`config.mk`:
```
export PLATFORM = sky130hd
export DESIGN_NAME = clb_dev_flat
export DESIGN_NICKNAME = d
export VERILOG_FILES = /design/src/rtl/clb_pkg.sv /design/src/rtl/clb_if.sv /design/src/rtl/clb_dev.sv /design/src/flat_wrapper.sv
export SDC_FILE = /design/constraint.sdc
export NUM_CORES = 1
export LEC_CHECK = 0
export BUFFER_PORTS_ARGS = -buffer_cell sky130_fd_sc_hd__buf_2
export CAP_MARGIN = 20
export CORE_UTILIZATION = 43
export DETAILED_ROUTE_END_ITERATION = 10
export PLACE_DENSITY_LB_ADDON = 0.05
export SLEW_MARGIN = 20
export SYNTH_ARGS = -nofsm -noshare
export SYNTH_HDL_FRONTEND = slang
export SYNTH_SLANG_ARGS = --single-unit
```
`constraint.sdc`:
```
create_clock -name ref_clk -period 1.8 [get_ports ref_clk]
set_input_delay 0.27 -clock ref_clk [delete_from_list [all_inputs] [get_ports ref_clk]]
set_output_delay 0.27 -clock ref_clk [all_outputs]
set_load 0.02 [all_outputs]
```
`src/rtl/clb_pkg.sv`:
```
// shared constants and types for the local bus control ends
package clb_pkg;
	localparam int PCLK_DIV = 2; // system clocks per processor cycle
	localparam int NMI_MIN_CLK = 4; // nmi low and high minimum, system clocks
	localparam int IRQ_LEAD_PCYC = 2; // processor cycles of irq lead
	localparam int IACK_CYCLES = 2; // acknowledge cycles per maskable irq
	localparam logic [7:0] NMI_VECTOR = 8'h02;
	localparam int SYNC_W = 6;
	localparam int SY_HOLD = 0;
	localparam int SY_IRQ = 1;
	localparam int SY_NMI = 2;
	localparam int SY_OPREQ = 3;
	localparam int SY_BUSY = 4;
	localparam int SY_ERR = 5;
	localparam logic [SYNC_W-1:0] SYNC_RST = 6'h30; // busy_n, error_n idle high

	typedef enum logic [2:0] {CYC_MEM_RD, CYC_MEM_WR, CYC_CODE, CYC_IO_RD, CYC_IO_WR, CYC_HALT, CYC_IACK} clb_cyc_t;
	typedef enum logic [2:0] {ST_IDLE, ST_STATUS, ST_CMD, ST_FLOAT, ST_HOLD} clb_bus_st_t;

	// memory/io select level for a cycle type
	function automatic logic clb_mio(input clb_cyc_t t);
		return (t == CYC_MEM_RD) || (t == CYC_MEM_WR) || (t == CYC_CODE) || (t == CYC_HALT);
	endfunction

	// code/acknowledge level for a cycle type
	function automatic logic clb_cod(input clb_cyc_t t);
		return (t == CYC_CODE) || (t == CYC_IO_RD) || (t == CYC_IO_WR);
	endfunction
endpackage

```
`src/rtl/clb_if.sv`:
```
// pins between the processor end and the outside parties
interface clb_if;
	logic m_io_o;
	logic m_io_oe;
	logic code_or_int_ack_o;
	logic code_or_int_ack_oe;
	logic lock_n_o;
	logic lock_n_oe;
	logic cop_operand_ack_n_o;
	logic cop_operand_ack_n_oe;
	logic bus_hold_ack;
	logic status_n;
	logic ready_n;
	logic hold_req;
	logic maskable_irq;
	logic nmi_req;
	logic cop_operand_request;
	logic busy_n;
	logic error_n;
	logic [7:0] vec_data;
	logic m_io;
	logic code_or_int_ack;
	logic lock_n;
	logic cop_operand_ack_n;

	// wire levels: select lines keep their last value, active-low lines float high
	assign m_io = m_io_o;
	assign code_or_int_ack = code_or_int_ack_o;
	assign lock_n = lock_n_oe ? lock_n_o : 1'b1;
	assign cop_operand_ack_n = cop_operand_ack_n_oe ? cop_operand_ack_n_o : 1'b1;

	modport dev (output m_io_o, m_io_oe, code_or_int_ack_o, code_or_int_ack_oe, lock_n_o, lock_n_oe,
		cop_operand_ack_n_o, cop_operand_ack_n_oe, bus_hold_ack, status_n,
		input ready_n, hold_req, maskable_irq, nmi_req, cop_operand_request, busy_n, error_n, vec_data);
	modport host (input m_io, code_or_int_ack, lock_n, cop_operand_ack_n, bus_hold_ack, status_n,
		output ready_n, hold_req, maskable_irq, nmi_req, cop_operand_request, busy_n, error_n, vec_data);
endinterface

```
`src/rtl/clb_dev.sv`:
```
// processor end of the local bus control signals
// Functional notes
// - memory/io high for memory and halt
// - code/ack line same timing as select
// - select lines float, keep level, in hold
// - lock blocks other masters, this and next
// - lock for prefix, swap, ack, descriptors
// - lock active low, floats high in hold
// - cycle waits until ready low
// - ready sampled on clock, ignored in hold
// - float drivers before hold acknowledge
// - hold ack drops when hold drops
// - async hold, acknowledge always driven
// - maskable irq ignored when enable clear
// - two acknowledge cycles fetch 8-bit vector
// - irq held until acknowledge starts
// - irq sampled per processor cycle, two ahead
// - irq level high, synchronised inside
// - nmi vector two, no acknowledge, unmaskable
// - nmi rising edge, four low, four high
// - coprocessor raises operand request
// - operand ack low during transfer, floats high
// - busy stalls wait, still interruptible
// - error gives extension interrupt on wait
// - busy and error active low, async
module clb_dev import clb_pkg::*; (
	input wire logic ref_clk, // system clock
	input wire logic rst, // async reset, high
	clb_if.dev bus, // pins to the outside parties
	input wire logic cyc_req, // core wants a bus cycle, level
	input wire clb_cyc_t cyc_type, // kind of that cycle
	input wire logic cyc_lock, // lock prefix in force
	input wire logic cyc_swap, // memory exchange access
	input wire logic cyc_desc, // descriptor table access
	input wire logic cyc_pe, // operand transfer for coprocessor
	output logic cyc_ack, // core cycle ended, pulse
	input wire logic instr_end, // instruction boundary, pulse
	input wire logic if_flag, // interrupt enable flag
	input wire logic exec_wait, // wait or escape instruction running
	output logic stall, // core must stall on busy
	output logic pe_fault, // extension interrupt wanted
	output logic pe_pending, // coprocessor wants an operand
	output logic irq_take, // interrupt taken, pulse
	output logic [7:0] irq_vector // vector of that interrupt
);
	logic [SYNC_W-1:0] sync1_q, sync2_q;
	clb_bus_st_t st_q;
	clb_cyc_t cur_type_q, nxt_type;
	logic cur_lock_q, cur_pe_q, cur_auto_q, nxt_lock, nxt_pe, nxt_auto;
	logic start_cyc, grant, cyc_end, in_cyc_d, lock_keep_q;
	logic [1:0] iack_left_q;
	logic [1:0] pdiv_q;
	logic [IRQ_LEAD_PCYC-1:0] irq_pipe_q;
	logic nmi_prev_q, nmi_arm_q, nmi_pend_q, nmi_clr, accept;
	logic [2:0] nmi_lo_q, nmi_hi_q;
	logic m_io_q, cod_q, oe_q, lock_n_q, ack_n_q, bus_hold_ack_q, status_n_q;

	wire hold_s = sync2_q[SY_HOLD];
	wire irq_s = sync2_q[SY_IRQ];
	wire nmi_s = sync2_q[SY_NMI];
	wire busy_act = !sync2_q[SY_BUSY];
	wire err_act = !sync2_q[SY_ERR];
	wire pclk_en = (pdiv_q == 2'(PCLK_DIV - 1));

	// two-flop synchronisers for every outside request
	always_ff @(posedge ref_clk or posedge rst) begin
		if (rst) begin
			sync1_q <= SYNC_RST;
			sync2_q <= SYNC_RST;
		end else begin
			sync1_q <= {bus.error_n, bus.busy_n, bus.cop_operand_request, bus.nmi_req, bus.maskable_irq, bus.hold_req};
			sync2_q <= sync1_q;
		end
	end

	// pick the next bus owner and cycle
	always_comb begin
		grant = (st_q == ST_IDLE) && hold_s && !lock_keep_q;
		start_cyc = (st_q == ST_IDLE) && !grant && ((iack_left_q != 2'h0) || cyc_req);
		nxt_auto = (iack_left_q != 2'h0);
		nxt_type = nxt_auto ? CYC_IACK : cyc_type;
		nxt_lock = nxt_auto || cyc_lock || cyc_swap || cyc_desc || (cyc_type == CYC_IACK);
		nxt_pe = !nxt_auto && cyc_pe;
		cyc_end = (st_q == ST_CMD) && !bus.ready_n;
		in_cyc_d = start_cyc || (st_q == ST_STATUS) || ((st_q == ST_CMD) && bus.ready_n);
	end

	// bus state machine
	always_ff @(posedge ref_clk or posedge rst) begin
		if (rst) begin
			st_q <= ST_IDLE;
			cur_type_q <= CYC_MEM_RD;
			cur_lock_q <= 1'b0;
			cur_pe_q <= 1'b0;
			cur_auto_q <= 1'b0;
		end else begin
			case (st_q)
				ST_IDLE: begin
					if (grant)
						st_q <= ST_FLOAT;
					else if (start_cyc) begin
						st_q <= ST_STATUS;
						cur_type_q <= nxt_type;
						cur_lock_q <= nxt_lock;
						cur_pe_q <= nxt_pe;
						cur_auto_q <= nxt_auto;
					end
				end
				ST_STATUS: st_q <= ST_CMD;
				ST_CMD: begin
					if (cyc_end)
						st_q <= ST_IDLE;
				end
				ST_FLOAT: st_q <= ST_HOLD;
				ST_HOLD: begin
					if (!hold_s)
						st_q <= ST_IDLE;
				end
				default: st_q <= ST_IDLE;
			endcase
		end
	end

	// pin drivers; drivers float one clock before hold acknowledge
	always_ff @(posedge ref_clk or posedge rst) begin
		if (rst) begin
			m_io_q <= 1'b0;
			cod_q <= 1'b0;
			oe_q <= 1'b1;
			bus_hold_ack_q <= 1'b0;
			status_n_q <= 1'b1;
			lock_n_q <= 1'b1;
			ack_n_q <= 1'b1;
			lock_keep_q <= 1'b0;
		end else begin
			if (start_cyc) begin
				m_io_q <= clb_mio(nxt_type);
				cod_q <= clb_cod(nxt_type);
			end
			if (grant)
				oe_q <= 1'b0;
			else if ((st_q == ST_HOLD) && !hold_s)
				oe_q <= 1'b1;
			if (st_q == ST_FLOAT)
				bus_hold_ack_q <= 1'b1;
			else if ((st_q == ST_HOLD) && !hold_s)
				bus_hold_ack_q <= 1'b0;
			status_n_q <= !start_cyc;
			if (cyc_end)
				lock_keep_q <= cur_lock_q;
			lock_n_q <= !((in_cyc_d && (start_cyc ? nxt_lock : cur_lock_q)) || (cyc_end ? cur_lock_q : lock_keep_q));
			ack_n_q <= !(in_cyc_d && (start_cyc ? nxt_pe : cur_pe_q));
		end
	end

	// processor cycle divider and irq sampling pipeline
	always_ff @(posedge ref_clk or posedge rst) begin
		if (rst) begin
			pdiv_q <= 2'h0;
			irq_pipe_q <= '0;
		end else begin
			pdiv_q <= pclk_en ? 2'h0 : pdiv_q + 2'h1;
			if (accept)
				irq_pipe_q <= '0;
			else if (pclk_en)
				irq_pipe_q <= {irq_pipe_q[IRQ_LEAD_PCYC-2:0], irq_s && if_flag};
		end
	end

	// nmi: low for four clocks, then a rise held for four
	always_ff @(posedge ref_clk or posedge rst) begin
		if (rst) begin
			nmi_prev_q <= 1'b0;
			nmi_arm_q <= 1'b0;
			nmi_pend_q <= 1'b0;
			nmi_lo_q <= 3'h0;
			nmi_hi_q <= 3'h0;
		end else begin
			nmi_prev_q <= nmi_s;
			if (!nmi_s) begin
				nmi_arm_q <= 1'b0;
				if (nmi_lo_q != 3'(NMI_MIN_CLK))
					nmi_lo_q <= nmi_lo_q + 3'h1;
			end else if (!nmi_prev_q) begin
				nmi_arm_q <= (nmi_lo_q == 3'(NMI_MIN_CLK));
				nmi_hi_q <= 3'h1;
				nmi_lo_q <= 3'h0;
			end else if (nmi_arm_q) begin
				nmi_hi_q <= nmi_hi_q + 3'h1;
				if (nmi_hi_q == 3'(NMI_MIN_CLK - 1))
					nmi_arm_q <= 1'b0;
			end
			if (nmi_arm_q && nmi_s && nmi_prev_q && (nmi_hi_q == 3'(NMI_MIN_CLK - 1)))
				nmi_pend_q <= 1'b1;
			else if (nmi_clr)
				nmi_pend_q <= 1'b0;
		end
	end

	// take interrupts at a boundary or while stalled on busy
	always_comb begin
		accept = (instr_end || stall) && (iack_left_q == 2'h0) && !irq_take;
		nmi_clr = accept && nmi_pend_q;
	end

	always_ff @(posedge ref_clk or posedge rst) begin
		if (rst) begin
			iack_left_q <= 2'h0;
			irq_take <= 1'b0;
			irq_vector <= 8'h00;
		end else begin
			irq_take <= 1'b0;
			if (nmi_clr) begin
				irq_take <= 1'b1;
				irq_vector <= NMI_VECTOR;
			end else if (accept && (&irq_pipe_q) && if_flag)
				iack_left_q <= 2'(IACK_CYCLES);
			if (cyc_end && cur_auto_q) begin
				iack_left_q <= iack_left_q - 2'h1;
				if (iack_left_q == 2'h1) begin
					irq_take <= 1'b1;
					irq_vector <= bus.vec_data;
				end
			end
		end
	end

	// core handshakes and coprocessor status
	always_ff @(posedge ref_clk or posedge rst) begin
		if (rst) begin
			cyc_ack <= 1'b0;
			stall <= 1'b0;
			pe_fault <= 1'b0;
			pe_pending <= 1'b0;
		end else begin
			cyc_ack <= cyc_end && !cur_auto_q;
			stall <= exec_wait && busy_act;
			pe_fault <= exec_wait && !busy_act && err_act;
			pe_pending <= sync2_q[SY_OPREQ];
		end
	end

	assign bus.m_io_o = m_io_q;
	assign bus.m_io_oe = oe_q;
	assign bus.code_or_int_ack_o = cod_q;
	assign bus.code_or_int_ack_oe = oe_q;
	assign bus.lock_n_o = lock_n_q;
	assign bus.lock_n_oe = oe_q;
	assign bus.cop_operand_ack_n_o = ack_n_q;
	assign bus.cop_operand_ack_n_oe = oe_q;
	assign bus.bus_hold_ack = bus_hold_ack_q;
	assign bus.status_n = status_n_q;
endmodule // clb_dev

```
`src/flat_wrapper.sv`:
```
// flat-port wrapper written by rule: the top's interface ports become plain ports
module clb_dev_flat import clb_pkg::*;
  (ref_clk, rst, cyc_req, cyc_type, cyc_lock, cyc_swap, cyc_desc, cyc_pe, cyc_ack, instr_end, if_flag, exec_wait, stall, pe_fault, pe_pending, irq_take, irq_vector, bus_m_io_o, bus_m_io_oe, bus_code_or_int_ack_o, bus_code_or_int_ack_oe, bus_lock_n_o, bus_lock_n_oe, bus_cop_operand_ack_n_o, bus_cop_operand_ack_n_oe, bus_bus_hold_ack, bus_status_n, bus_ready_n, bus_hold_req, bus_maskable_irq, bus_nmi_req, bus_cop_operand_request, bus_busy_n, bus_error_n, bus_vec_data);
  clb_if bus_i ();
  input wire logic ref_clk;
  input wire logic rst;
  input wire logic cyc_req;
  input wire clb_cyc_t cyc_type;
  input wire logic cyc_lock;
  input wire logic cyc_swap;
  input wire logic cyc_desc;
  input wire logic cyc_pe;
  output logic cyc_ack;
  input wire logic instr_end;
  input wire logic if_flag;
  input wire logic exec_wait;
  output logic stall;
  output logic pe_fault;
  output logic pe_pending;
  output logic irq_take;
  output logic [7:0] irq_vector;
  output wire logic [$bits(bus_i.m_io_o)-1:0] bus_m_io_o;
  output wire logic [$bits(bus_i.m_io_oe)-1:0] bus_m_io_oe;
  output wire logic [$bits(bus_i.code_or_int_ack_o)-1:0] bus_code_or_int_ack_o;
  output wire logic [$bits(bus_i.code_or_int_ack_oe)-1:0] bus_code_or_int_ack_oe;
  output wire logic [$bits(bus_i.lock_n_o)-1:0] bus_lock_n_o;
  output wire logic [$bits(bus_i.lock_n_oe)-1:0] bus_lock_n_oe;
  output wire logic [$bits(bus_i.cop_operand_ack_n_o)-1:0] bus_cop_operand_ack_n_o;
  output wire logic [$bits(bus_i.cop_operand_ack_n_oe)-1:0] bus_cop_operand_ack_n_oe;
  output wire logic [$bits(bus_i.bus_hold_ack)-1:0] bus_bus_hold_ack;
  output wire logic [$bits(bus_i.status_n)-1:0] bus_status_n;
  input wire logic [$bits(bus_i.ready_n)-1:0] bus_ready_n;
  input wire logic [$bits(bus_i.hold_req)-1:0] bus_hold_req;
  input wire logic [$bits(bus_i.maskable_irq)-1:0] bus_maskable_irq;
  input wire logic [$bits(bus_i.nmi_req)-1:0] bus_nmi_req;
  input wire logic [$bits(bus_i.cop_operand_request)-1:0] bus_cop_operand_request;
  input wire logic [$bits(bus_i.busy_n)-1:0] bus_busy_n;
  input wire logic [$bits(bus_i.error_n)-1:0] bus_error_n;
  input wire logic [$bits(bus_i.vec_data)-1:0] bus_vec_data;
  assign bus_m_io_o = bus_i.m_io_o;
  assign bus_m_io_oe = bus_i.m_io_oe;
  assign bus_code_or_int_ack_o = bus_i.code_or_int_ack_o;
  assign bus_code_or_int_ack_oe = bus_i.code_or_int_ack_oe;
  assign bus_lock_n_o = bus_i.lock_n_o;
  assign bus_lock_n_oe = bus_i.lock_n_oe;
  assign bus_cop_operand_ack_n_o = bus_i.cop_operand_ack_n_o;
  assign bus_cop_operand_ack_n_oe = bus_i.cop_operand_ack_n_oe;
  assign bus_bus_hold_ack = bus_i.bus_hold_ack;
  assign bus_status_n = bus_i.status_n;
  assign bus_i.ready_n = bus_ready_n;
  assign bus_i.hold_req = bus_hold_req;
  assign bus_i.maskable_irq = bus_maskable_irq;
  assign bus_i.nmi_req = bus_nmi_req;
  assign bus_i.cop_operand_request = bus_cop_operand_request;
  assign bus_i.busy_n = bus_busy_n;
  assign bus_i.error_n = bus_error_n;
  assign bus_i.vec_data = bus_vec_data;
  clb_dev u_core (.ref_clk(ref_clk), .rst(rst), .bus(bus_i), .cyc_req(cyc_req), .cyc_type(cyc_type), .cyc_lock(cyc_lock), .cyc_swap(cyc_swap), .cyc_desc(cyc_desc), .cyc_pe(cyc_pe), .cyc_ack(cyc_ack), .instr_end(instr_end), .if_flag(if_flag), .exec_wait(exec_wait), .stall(stall), .pe_fault(pe_fault), .pe_pending(pe_pending), .irq_take(irq_take), .irq_vector(irq_vector));
endmodule
```
==> results.toml <==
[status]
status = "finished with violations"
violations = "hold timing"

[die]
dieArea_um2 = 5376
design.core.area_um2 = 4817
start_util = 0.4540
fp.dieW_um = 73.32
ios = 51
rows = 25
fp.dieH_um = 73.32

[synth]
synthSimpleGateAreaFrac = 0.1316
synth_nets = 215
synth_cells = 181
synth-compound-area-share = 0.1465
yosys_warnings = 0
ys_seq_area_frac = 0.6224
synthAdderAreaFrac = 0.03432
post_synth.cell_area_avg_um2 = 12.08
synth_cell_types = 42
ys_ff_latch = 54
synthesis.area_um2 = 2187
synthMuxAreaShare = 0.01487
synth.area.top_cells = "dfrtp_1 53%, dfstp_2 9.6%, a22o_1 3.6%"
synth_xor_area_frac = 0
synth_top_family_by_area = "compound AO/OA/AOI/OAI gates"
synth_top_area_frac = 0.5263
yosysTopAreaCell = "dfrtp_1"

[global_route]
grt-ovfl-total = 0
grt_max_degree = 32
grtUsageTotal = 0.1666
antenna_found_initial = 0
grt_first_pass_wirelength_um = 6706
grt_pass1_vias = 1512

[finish]
areaGrowthSynthToFinish_pct = 22.48
utilization = 0.5561
layout-drive-gt1-share = 0.3473
fillers = 445
diodes = 0
layout.nets = 272

[setup_path]
critical_path_class = "register to register"
cp_max_fo = 10
critPathCaptureType = "register"
crit_arrival_ns = 1.94
crit_path_start_kind = "register"
crit_required_ns = 2.05

[placed_design]
numPortBuffers = 50
gp_congestion = 0.6822
dp_hpwl_um = 2945

[timing]
hold_ws_ns = -0.01492
finalSetupTns_ns = 0
fmax_mhz = 592.9
rsz0062_at_grt = "false"
slew_headroom = 0.6602
hold_violations = 19
maxSlewViolCount = 0
final.setup_skew_ns = 0.009232
timing.final.crit_share = 0.9369
setup_viol = 0
period_needed_ns = 1.686
worst_slew_pin_slew_ns = 0.5090

[run]
drv_cap = 0

[routing]
routedWlPerCell_um = 12.95
drtAntennaViolNets = 0
via_count = 1514
totalWireLength_um = 3962
vias_per_cell = 4.948
drc = 0
drt_iter0_drc = 51
drt_first_pass_iters = 4

[clocking]
clk_latency_ns = 0.31
numCtsBuffers = 5
cts_sinks = 54
cts.htree.levels = 2
cts_tree = "done"
cts_hold_buf = 0
path_clk_slew_ns = 0.10
post_cts_resized = 0
clockBufferDepth = 2
post_cts_buffers = 0
clockRootBuffer = "clkbuf_8"

[worst_hold_path]
hold_class = "input port to async pin"

[power]
power_density_nw_per_um2 = 1517
irDropWorstVdd_uv = 627.5
p_leak_nw = 1.316
## layout make-up
class	instances	area [um2]	share of cell area
Clock buffer	6	82.58	0.03083
Tap cell	67	83.83	0.03129
Inverter	12	45.04	0.01681
Clock inverter	2	60.06	0.02242
Multi-Input combinational cell	106	715.7	0.2672
Sequential cell	54	1361	0.5082
Timing Repair Buffer	59	330.3	0.1233
## cell usage after synthesis
master     count
a211oi_1       1
a21o_1         2
a21oi_1       10
a21oi_2        1
a21oi_4        1
a22o_1         9
a2bb2oi_1      1
a31oi_1        1
and2_1         1
and3_1         1
and4_1         1
buf_2          1
buf_4          4
buf_6          2
clkbuf_1       2
dfrtp_1       46
dfstp_2        8
ha_1           6
inv_1         12
mux2_2         2
mux2i_1        1
nand2_1       16
nand2b_1       4
nand3_1        7
nand3b_1       3
nor2_1         5
nor2_4         1
nor2b_1        5
nor3_1         1
nor3b_1        1
nor4b_1        1
nor4b_4        1
o21a_1         1
o21ai_0        9
o21ai_1        2
o21bai_1       1
o22a_1         1
o22ai_1        3
o31a_1         1
o31ai_1        3
or3_1          1
or3_4          1
## power by group
group / total (mW) / leakage, nW / internal [mW] / switching, mW
sequential: 1.75 / 0.657 / 1.55 / 0.197
combinational: 1.35 / 0.587 / 0.592 / 0.758
clock: 0.968 / 0.0714 / 0.593 / 0.376
## cell usage in the layout (no fill, tap or decap), types with 6 or more instances in the layout
cell type	count
a22o_1	9
dfrtp_1	46
dfstp_2	8
nand3_1	7
buf_2	50
inv_1	11
a21oi_1	10
o21ai_0	9
clkbuf_8	6
buf_4	8
nand2_1	16
ha_1	6
## critical path, cell delays in order (launching register included)
cell and delay, ns:
dfrtp_1 0.38, or3_4 0.40, or3_1 0.57, a21oi_4 0.19, a21o_1 0.10
## layer usage
| metal | routed length [um] | track usage |
|---|---|---|
| met5 | 0 | 0 |
| met4 | 55 | 0.05128 |
| met3 | 140 | 0.04938 |
| met2 | 2030 | 0.2870 |
| met1 | 1736 | 0.2022 |
## path summary, 6_finish.rpt
path                              startpoint                 to  slack [ns]  depth (start not counted)
setup / recovery              u_core.st_q[2]  u_core.cur_lock_q        0.11                          4
hold / removal                           rst  u_core.cur_lock_q       -0.01                          2
setup reg to reg              u_core.st_q[2]  u_core.cur_lock_q        0.11                          4
hold reg to reg            u_core.sync1_q[3]  u_core.sync2_q[3]        0.35                          0
max in group asynchronous                rst  u_core.sync1_q[5]        1.21                          3
min in group ref_clk              bus_busy_n  u_core.sync1_q[4]        0.06                          1
## metrics by stage
stage,cell area [um2],power (mW),instances,setup WS [ns],hold slack [ns]
floorplan,2187,2.728,181,0.1325,0.2745
global placement,2536,3.057,298,0.1295,0.3217
detailed placement,2536,3.132,298,0.1027,0.3327
CTS,2679,4.105,306,0.09531,0.0006646
global route,2679,4.325,306,0.02176,0.01831
finish,2679,4.064,306,0.1135,-0.01492
## kinds of logic (layout without fill, tap and decap cells)
kind of cell	count (synthesis)	after routing
flops	54	54
compound gates	47	47
mux	3	3
fa+ha+maj	6	6
simple gates	50	50
buf+inv	21	79
## sequential cells by signal (all words and copies together) (netlist names), 2 cells and up
name / count
u_core.iack_left_q: 2
u_core.irq_pipe_q: 2
u_core.irq_vector: 8
u_core.nmi_hi_q: 3
u_core.nmi_lo_q: 3
u_core.pdiv_q: 2
u_core.st_q: 3
u_core.sync1_q: 6
u_core.sync2_q: 6
(Power assumes the default switching activity.)
